`config.mk`:
```
export PLATFORM = sky130hd
export DESIGN_NAME = mdv_top
export DESIGN_NICKNAME = d
export VERILOG_FILES = /design/src/mdv_pkg.sv /design/src/mdv_scale.sv /design/src/mdv_top.sv
export VERILOG_INCLUDE_DIRS = /design/src
export SDC_FILE = /design/constraint.sdc
export NUM_CORES = 1
export LEC_CHECK = 0
export ABC_CLOCK_PERIOD_IN_PS = 9000
export BUFFER_PORTS_ARGS = -buffer_cell sky130_fd_sc_hd__clkbuf_2
export CAP_MARGIN = 25
export CORE_AREA = 2 2 235 179
export DETAILED_ROUTE_END_ITERATION = 16
export DIE_AREA = 0 0 237 181
export SKIP_LAST_GASP = 1
export SLEW_MARGIN = 20
export SYNTH_ARGS = -nofsm -noshare
export SYNTH_HDL_FRONTEND = slang
export SYNTH_SLANG_ARGS = --single-unit
export TNS_END_PERCENT = 5
```
`constraint.sdc`:
```
create_clock -name clk_sys_in -period 9 [get_ports clk_sys_in]
set_clock_uncertainty 0.05 [all_clocks]
set_input_delay 1.8 -clock clk_sys_in [delete_from_list [all_inputs] [get_ports clk_sys_in]]
set_output_delay 1.8 -clock clk_sys_in [all_outputs]
set_load 0.03 [all_outputs]
```
`src/mdv_cfg.svh`:
```
// timing counts, scaling constants and widths for the meter display value select block
`ifndef MDV_CFG_SVH
`define MDV_CFG_SVH

// ----------------------------------------------------------------
// clock and timing
// ----------------------------------------------------------------
`define MDV_CLK_HZ 100000000
`define MDV_CAL_HOLD_MS 2000
`define MDV_CAL_HOLD_CYC (`MDV_CLK_HZ / 1000 * `MDV_CAL_HOLD_MS)
`define MDV_REFRESH_MHZ 2500
`define MDV_REFRESH_CYC (`MDV_CLK_HZ / `MDV_REFRESH_MHZ * 1000)
`define MDV_TMR_W 28

// ----------------------------------------------------------------
// scaling of the converter ratio into display counts
// ----------------------------------------------------------------
`define MDV_RATIO_W 24
`define MDV_RATIO_FRAC 23
`define MDV_FS_45 20000
`define MDV_FS_35 2000
`define MDV_GAIN_NUM 1024
`define MDV_GAIN_DEN 1000
`define MDV_LOW_SPAN_MUL 10
`define MDV_GAIN_W 18
`define MDV_CNT_W 18

// ----------------------------------------------------------------
// synchroniser and pin indices
// ----------------------------------------------------------------
`define MDV_SYNC_N 3
`define MDV_PIN_FREEZE 0
`define MDV_PIN_PEAK 1
`define MDV_PIN_RANGE 2

`endif

```
`src/mdv_pkg.sv`:
```
// types shared by the meter display value select block
package mdv_pkg;
  `include "mdv_cfg.svh"

  // one display reading: range flags plus signed count
  typedef struct packed {
    logic over;
    logic under;
    logic signed [`MDV_CNT_W-1:0] count;
  } mdv_disp_t;

  // peak tracker states
  typedef enum logic {
    MDV_PK_IDLE,
    MDV_PK_TRACK
  } mdv_peak_st_t;
endpackage

```
`src/mdv_scale.sv`:
```
// scaler: converter ratio to signed display count with range flags
`timescale 1ns/1ps
`include "mdv_cfg.svh"
module mdv_scale
  import mdv_pkg::*;
#(
  parameter bit DIGITS45 = 1'b1
) (
  input wire logic clk_sys_in,
  input wire logic nrst_in,
  input wire logic res_valid_in,
  input wire logic signed [`MDV_RATIO_W-1:0] ratio_in,
  input wire logic low_span_in,
  output logic valid_out,
  output mdv_disp_t res_out
);
  // ----------------------------------------------------------------
  // constants
  // ----------------------------------------------------------------
  localparam int FS = DIGITS45 ? `MDV_FS_45 : `MDV_FS_35; // full-scale count
  localparam int GAIN_HI = FS * `MDV_GAIN_NUM / `MDV_GAIN_DEN; // 1.024 x full scale
  localparam int PW = `MDV_RATIO_W + `MDV_GAIN_W + 1; // product width

  logic valid_ff; // one-cycle result strobe
  mdv_disp_t res_ff; // registered reading
  logic nxt_valid;
  mdv_disp_t nxt_res;
  logic [`MDV_GAIN_W-1:0] gain; // span dependent gain
  logic signed [PW-1:0] prod; // ratio times gain
  logic signed [19:0] cnt; // count before clipping

  // ----------------------------------------------------------------
  // scaling and clipping
  // ----------------------------------------------------------------
  // ratio is a signed fraction, so the top bits of the product are the count
  always_comb begin
    gain = low_span_in ? `MDV_GAIN_W'(GAIN_HI * `MDV_LOW_SPAN_MUL)
                       : `MDV_GAIN_W'(GAIN_HI);
    prod = ratio_in * $signed({1'b0, gain});
    // negative inputs get one count added, as the transfer law asks
    cnt = prod[PW-1-:20] + 20'(ratio_in < 0);
    nxt_valid = res_valid_in;
    nxt_res = res_ff;
    if (res_valid_in) begin
      nxt_res.over = (cnt > 20'(FS - 1));
      nxt_res.under = (cnt < -20'(FS - 1));
      if (nxt_res.over) begin
        nxt_res.count = `MDV_CNT_W'(FS); // saturate so peak compare stays ordered
      end else if (nxt_res.under) begin
        nxt_res.count = -`MDV_CNT_W'(FS);
      end else begin
        nxt_res.count = cnt[`MDV_CNT_W-1:0];
      end
    end
  end

  // register stage
  always_ff @(posedge clk_sys_in) begin
    if (!nrst_in) begin
      valid_ff <= 1'b0;
      res_ff <= '0;
    end else begin
      valid_ff <= nxt_valid;
      res_ff <= nxt_res;
    end
  end

  assign valid_out = valid_ff;
  assign res_out = res_ff;
endmodule

```
`src/mdv_top.sv`:
```
// meter display value select: peak, freeze, calibration request and refresh
//
// What this block does
// - freeze held over 2 s starts calibration
// - peak mode shows only highest seen value
// - peak start loads current result first
// - new result replaces peak only if larger
// - peak pin low clears peak, stops tracking
// - freeze keeps shown reading unchanged
// - 4.5 digits: 1.024 x ratio x 20000 scaling
// - 3.5 digits: 1.024 x ratio x 2000 scaling
// - priority: freeze, then peak, then latest
// - display refreshes at 2.5 Hz
// - overrange shows 1, underrange shows -1; here count saturates at FS / -FS with over / under set
`timescale 1ns/1ps
`include "mdv_cfg.svh"
module mdv_top
  import mdv_pkg::*;
#(
  parameter bit DIGITS45 = 1'b1, // 4.5-digit resolution
  parameter bit CAL_CAPABLE = 1'b1, // on-demand calibration present
  parameter int unsigned CAL_HOLD_CYC = `MDV_CAL_HOLD_CYC,
  parameter int unsigned REFRESH_CYC = `MDV_REFRESH_CYC
) (
  input wire logic clk_sys_in,
  input wire logic nrst_in,
  input wire logic freeze_pin_in,
  input wire logic peak_pin_in,
  input wire logic range_pin_in,
  input wire logic res_valid_in,
  input wire logic signed [`MDV_RATIO_W-1:0] ratio_in,
  output mdv_disp_t disp_out,
  output logic cal_start_out,
  output logic peak_active_out,
  output logic hold_active_out
);
  // ----------------------------------------------------------------
  // pin synchronisers
  // ----------------------------------------------------------------
  logic [2:0] pin_raw; // freeze, peak, range
  logic [2:0] pin_lvl_ff; // filtered levels
  logic [2:0] nxt_pin_lvl;
  logic [`MDV_SYNC_N-1:0] sync_ff [3]; // three-stage chains

  assign pin_raw = {range_pin_in, peak_pin_in, freeze_pin_in};

  // level follows only when stages two and three agree
  always_comb begin
    nxt_pin_lvl = pin_lvl_ff;
    for (int i = 0; i < 3; i++) begin
      if (sync_ff[i][1] == sync_ff[i][2]) begin
        nxt_pin_lvl[i] = sync_ff[i][2];
      end
    end
  end

  genvar g;
  generate
    for (g = 0; g < 3; g++) begin : g_sync
      // stage 0 feeds stage 1 only
      always_ff @(posedge clk_sys_in) begin
        if (!nrst_in) begin
          sync_ff[g] <= '0;
        end else begin
          sync_ff[g] <= {sync_ff[g][1:0], pin_raw[g]};
        end
      end
    end
  endgenerate

  // filtered level registers
  always_ff @(posedge clk_sys_in) begin
    if (!nrst_in) begin
      pin_lvl_ff <= '0;
    end else begin
      pin_lvl_ff <= nxt_pin_lvl;
    end
  end

  logic freeze_lvl; // freeze requested
  logic peak_lvl; // peak tracking requested
  logic low_span; // 200 mV span selected
  assign freeze_lvl = pin_lvl_ff[`MDV_PIN_FREEZE];
  assign peak_lvl = pin_lvl_ff[`MDV_PIN_PEAK];
  assign low_span = pin_lvl_ff[`MDV_PIN_RANGE];

  // ----------------------------------------------------------------
  // scaling of new results
  // ----------------------------------------------------------------
  logic new_valid; // one-cycle strobe of scaled result
  mdv_disp_t new_res; // scaled result

  mdv_scale #(
    .DIGITS45(DIGITS45)
  ) u_scale (
    .clk_sys_in(clk_sys_in),
    .nrst_in(nrst_in),
    .res_valid_in(res_valid_in),
    .ratio_in(ratio_in),
    .low_span_in(low_span),
    .valid_out(new_valid),
    .res_out(new_res)
  );

  // ----------------------------------------------------------------
  // latest result and peak tracker
  // ----------------------------------------------------------------
  mdv_disp_t latest_ff, nxt_latest; // most recent scaled result
  mdv_disp_t peak_val_ff, nxt_peak_val; // stored peak
  mdv_peak_st_t peak_st_ff, nxt_peak_st;

  always_comb begin
    nxt_latest = new_valid ? new_res : latest_ff;
    nxt_peak_val = peak_val_ff;
    nxt_peak_st = peak_st_ff;
    case (peak_st_ff)
      MDV_PK_IDLE: begin
        if (peak_lvl) begin
          // start from the freshest value, even one arriving now
          nxt_peak_val = nxt_latest;
          nxt_peak_st = MDV_PK_TRACK;
        end
      end
      MDV_PK_TRACK: begin
        if (!peak_lvl) begin
          nxt_peak_val = '0;
          nxt_peak_st = MDV_PK_IDLE;
        end else if (new_valid && new_res.count > peak_val_ff.count) begin
          nxt_peak_val = new_res;
        end
      end
      default: nxt_peak_st = MDV_PK_IDLE;
    endcase
  end

  // peak tracker registers
  always_ff @(posedge clk_sys_in) begin
    if (!nrst_in) begin
      latest_ff <= '0;
      peak_val_ff <= '0;
      peak_st_ff <= MDV_PK_IDLE;
    end else begin
      latest_ff <= nxt_latest;
      peak_val_ff <= nxt_peak_val;
      peak_st_ff <= nxt_peak_st;
    end
  end

  // ----------------------------------------------------------------
  // refresh divider and display register
  // ----------------------------------------------------------------
  logic [`MDV_TMR_W-1:0] ref_cnt_ff, nxt_ref_cnt; // refresh divider
  logic tick_ff, nxt_tick; // one-cycle refresh enable
  mdv_disp_t disp_ff, nxt_disp; // shown reading
  logic hold_ff, nxt_hold; // freeze active flag

  always_comb begin
    nxt_tick = 1'b0;
    nxt_ref_cnt = ref_cnt_ff + 1'b1;
    if (ref_cnt_ff == `MDV_TMR_W'(REFRESH_CYC - 1)) begin
      nxt_ref_cnt = '0;
      nxt_tick = 1'b1;
    end
    nxt_hold = freeze_lvl;
    nxt_disp = disp_ff;
    // frozen display simply keeps its own value, so no copy can go stale
    if (tick_ff && !freeze_lvl) begin
      nxt_disp = (peak_st_ff == MDV_PK_TRACK) ? peak_val_ff : latest_ff;
    end
  end

  // display registers
  always_ff @(posedge clk_sys_in) begin
    if (!nrst_in) begin
      ref_cnt_ff <= '0;
      tick_ff <= 1'b0;
      disp_ff <= '0;
      hold_ff <= 1'b0;
    end else begin
      ref_cnt_ff <= nxt_ref_cnt;
      tick_ff <= nxt_tick;
      disp_ff <= nxt_disp;
      hold_ff <= nxt_hold;
    end
  end

  // ----------------------------------------------------------------
  // enhanced calibration request
  // ----------------------------------------------------------------
  logic [`MDV_TMR_W-1:0] cal_cnt_ff, nxt_cal_cnt; // freeze hold timer
  logic cal_ff, nxt_cal; // calibration start pulse
  logic pwrup_ff, nxt_pwrup; // power-up request already made

  // counter sticks at the limit so one long press asks only once
  always_comb begin
    nxt_pwrup = 1'b1;
    nxt_cal = !pwrup_ff; // power-up calibration
    nxt_cal_cnt = cal_cnt_ff;
    if (!freeze_lvl || !CAL_CAPABLE) begin
      nxt_cal_cnt = '0;
    end else if (cal_cnt_ff != `MDV_TMR_W'(CAL_HOLD_CYC)) begin
      nxt_cal_cnt = cal_cnt_ff + 1'b1;
      if (cal_cnt_ff == `MDV_TMR_W'(CAL_HOLD_CYC - 1)) begin
        nxt_cal = 1'b1;
      end
    end
  end

  // calibration registers
  always_ff @(posedge clk_sys_in) begin
    if (!nrst_in) begin
      cal_cnt_ff <= '0;
      cal_ff <= 1'b0;
      pwrup_ff <= 1'b0;
    end else begin
      cal_cnt_ff <= nxt_cal_cnt;
      cal_ff <= nxt_cal;
      pwrup_ff <= nxt_pwrup;
    end
  end

  assign disp_out = disp_ff;
  assign cal_start_out = cal_ff;
  assign peak_active_out = (peak_st_ff == MDV_PK_TRACK);
  assign hold_active_out = hold_ff;
endmodule

```
==> results.sh <==
export IMPL_status="complete, no violations"
export IMPL_yosysTopAreaCellShare_pct=23.27
export IMPL_grt_use_total_pct=13.93
export IMPL_power_mw=2.890
export IMPL_setup_viol=0
export IMPL_syn_area_sq_um=13250
export IMPL_synth_area_leader_cell="dfxtp_1"
export IMPL_period_share_pct=91.92
export IMPL_crit_required_ns=9.26
export IMPL_hold_viol=0
export IMPL_grt_max_degree=69
export IMPL_crit_path_end_kind="register"
export IMPL_ys_seq_area_share_pct=23.27
export IMPL_grt_pass1_vias=10225
export IMPL_clk_latency_ns=0.42
export IMPL_grt_overflow=0
export IMPL_synthCells=1530
export IMPL_via_per_inst=4.981
export IMPL_slowest_stage="fa_1"
export IMPL_rrSetupSlack_ns=1.49
export IMPL_swShare_pct=39.83
export IMPL_drtIter0Drc=531
export IMPL_rsz0062_at_grt="no"
export IMPL_min_to="cal_start_out"
export IMPL_clk_pin_slew_ns=0.06
export IMPL_fin_worst_hold_slack_ns=0.3774
export IMPL_rr_endpoint="u_scale.res_out[10]"
export IMPL_start_util_pct=32.76
export IMPL_p_sw_mw=1.151
export IMPL_fin_util_pct=36.70
export IMPL_r2r_start="pin_lvl_ff[2]"
export IMPL_drt_first_pass_iters=5
export IMPL_relSlewSlack_pct=34.57
export IMPL_numCtsBuffers=17
export IMPL_area_growth_pct=12.04
export IMPL_ant_nets=0
export IMPL_critPathArrivalTime_ns=8.53
export IMPL_fp_row_count=64
export IMPL_mostFrequentLayoutCell="inv_1"
export IMPL_fillCellCount=4129
export IMPL_ys_flop_type="dfxtp_1"
export IMPL_async_reset_ff_share_pct=0
export IMPL_hold_start="pwrup_ff"
export IMPL_ys_ff_latch=154
export IMPL_path_class="in2reg"
export IMPL_die_area_sq_um=42900
export IMPL_p_leak_nw=6.646
export IMPL_worst_slew_pin_slew_ns=0.9815
export IMPL_worstPathCellList="clkbuf_2, nand2_1, ha_1, fa_1, inv_1, fa_1, fa_1, inv_1, ha_1, ha_1, ha_1, nand2_1, nor4_1, o211ai_1, a31oi_1, mux2_4, or3_4, or4_4, a21oi_4, o221a_4, nor3_4, a211o_1"
export IMPL_crit_top_cell="ha_1"
export IMPL_route_detailed_wl_per_inst_um=13.93
export IMPL_post_cts_buffers=0
export IMPL_vias=10539
export IMPL_finalCriticalPeriod_ns=8.272
export IMPL_final_cell_mix="inv_1 (162), dfxtp_1 (153), ha_1 (140)"
export IMPL_slew_violations=0
export IMPL_drc=0
export IMPL_grt_pass1_wl_mm=50.24
export IMPL_max_stage_delay_ns=0.56
export IMPL_post_dp_hpwl_mm=22.34
export IMPL_synth_edf_count=0
export IMPL_fin_nets=1816
export IMPL_startpoint_type="primary input"
export IMPL_die_w_um=237
export IMPL_ys_top_cells_by_area="dfxtp_1 (23%), ha_1 (13%), fa_1 (11%), inv_1 (4.6%), xor2_1 (3.9%)"
export IMPL_hp_class="reg2reg"
export IMPL_postCtsHoldBufs=0
export IMPL_yosys_warnings=0
export IMPL_cts_resized_gates=0
export IMPL_power_frac_comb_pct=46.5
export IMPL_irDropWorstVdd_mv=0.1135
export IMPL_avgSynthCellArea_sq_um=8.658
export IMPL_cts_sinks=154
export IMPL_cts_tree="yes"
export IMPL_clockPowerShare_pct=28.2
export IMPL_whs_path_depth=1
export IMPL_p_int_mw=1.739
export IMPL_tns_ns=0
export IMPL_drv_cap=0
export IMPL_port_buffers=52
export IMPL_gp_congestion=0.8351
export IMPL_crit_fanout=7
export IMPL_reg2reg_depth=21
export IMPL_coreArea_sq_um=40440
export IMPL_cts_buffer_depth=2
export IMPL_cp_top_family="adder cells"
export IMPL_cts_root_buf="clkbuf_16"
export IMPL_path_buf_inv=3
export IMPL_fmax_ghz=0.1209
export IMPL_antenna_found_initial=1
export IMPL_synth_cell_types=83
export IMPL_p_per_area_nw_per_um2=194.7
export IMPL_seq_power_share_pct=25.3
export IMPL_dieHeight_um=181
export IMPL_drive_gt1_share_pct=9.893
export IMPL_cts_max_level=4
export IMPL_finalWirelength_mm=29.48
export IMPL_boundaryPins=53
==> final cells by class <==
cell class / count / area [sq um] / area share (%)
inverters: 162 / 608.1 / 4.097
clock buffers: 19 / 452.9 / 3.052
repair buffers: 73 / 432.9 / 2.917
clock inverters: 12 / 220.2 / 1.484
diodes: 1 / 2.502 / 0.01686
well taps: 528 / 660.6 / 4.451
flip-flops and latches: 154 / 3087 / 20.80
multi-input cells: 1167 / 9378 / 63.19
==> stage by stage <==
step                      instance area, sq um  setup WS (ns)  std cells
after floorplan                          13330         0.8686       1551
after CTS                                14820         0.6622       2114
final                                    14840         0.7275       2116
after global routing                     14840         0.3869       2115
after global placement                   14130         0.3760       2082
after detailed placement                 14150         0.2330       2083
==> worst register-to-register path, stage by stage, from the launching register on <==
cell	delay [ns]
dfxtp_4	0.68
nand2_1	0.26
ha_1	0.43
fa_1	0.56
inv_1	0.06
fa_1	0.50
fa_1	0.55
inv_1	0.04
ha_1	0.28
ha_1	0.29
ha_1	0.38
nand2_1	0.10
nor4_1	0.47
o211ai_1	0.24
a31oi_1	0.42
mux2_4	0.36
or3_4	0.40
or4_4	0.55
a21oi_4	0.20
o221a_4	0.24
nor3_4	0.05
a211o_1	0.27
==> cells in the mapped netlist (20+ instances only) <==
library cell,instances
fa_1,71
nor2_1,107
xnor2_1,31
inv_1,162
and2_1,48
dfxtp_1,154
a22oi_1,20
xor2_1,59
a21o_1,23
clkbuf_1,54
and3_1,48
nand4_1,21
nand2_1,92
a21oi_1,53
nor2b_1,45
o211a_1,21
nor3b_1,20
mux2i_1,46
ha_1,140
nand3_1,78
nor3_1,22
o21ai_0,37
==> power groups by stage <==
stage,logic [mW],clock network (mW),registers [mW]
6_report,1.34,0.814,0.731
5_1_grt,1.51,0.861,0.734
4_1_cts,1.34,0.833,0.731
3_5_place_dp,1.33,0,0.746
3_3_place_gp,1.31,0,0.746
2_1_floorplan,1.02,0,0.736
==> flip-flops by register name, summed over array words and instances (netlist names), 3 cells and up <==
register and flops:
cal_cnt_ff 28, ref_cnt_ff 28, disp_out 20, latest_ff 20, peak_val_ff 20, u_scale.res_out 20
sync_ff 9, pin_lvl_ff 3
==> worst max-delay path by stage <==
stage                                endpoint  slack, ns  depth (start not counted)          from
after global routing      u_scale.res_out[13]       0.39                         22  ratio_in[23]
after detailed placement  u_scale.res_out[10]       0.23                         22  ratio_in[23]
after floorplan           u_scale.res_out[11]       0.87                         22  ratio_in[14]
after global placement    u_scale.res_out[10]       0.38                         22  ratio_in[23]
final                     u_scale.res_out[10]       0.73                         22  ratio_in[23]
after CTS                 u_scale.res_out[10]       0.66                         22  ratio_in[23]
==> cells by family (layout without fill, tap and decap cells) <==
| family | after synthesis | count (layout) | synth area share (%) |
|---|---|---|---|
| simple gates | 546 | 546 | 22.12 |
| other cells | 1 | 23 | 0.02831 |
| mux | 50 | 50 | 3.929 |
| flops | 154 | 154 | 23.27 |
| fa+ha+maj | 211 | 211 | 23.95 |
| xor+xnor | 93 | 93 | 6.319 |
| compound gates | 245 | 245 | 13.72 |
| buf+inv | 230 | 266 | 6.659 |
==> routing by layer <==
layer	track usage, %	vias up	routed length (um)
li1	-	5336	-
met4	2.810	0	275
met5	0	-	0
met1	19.42	5020	15050
met2	22.86	167	13120
met3	2.093	16	1033
Power figures use the tool's default switching activity.
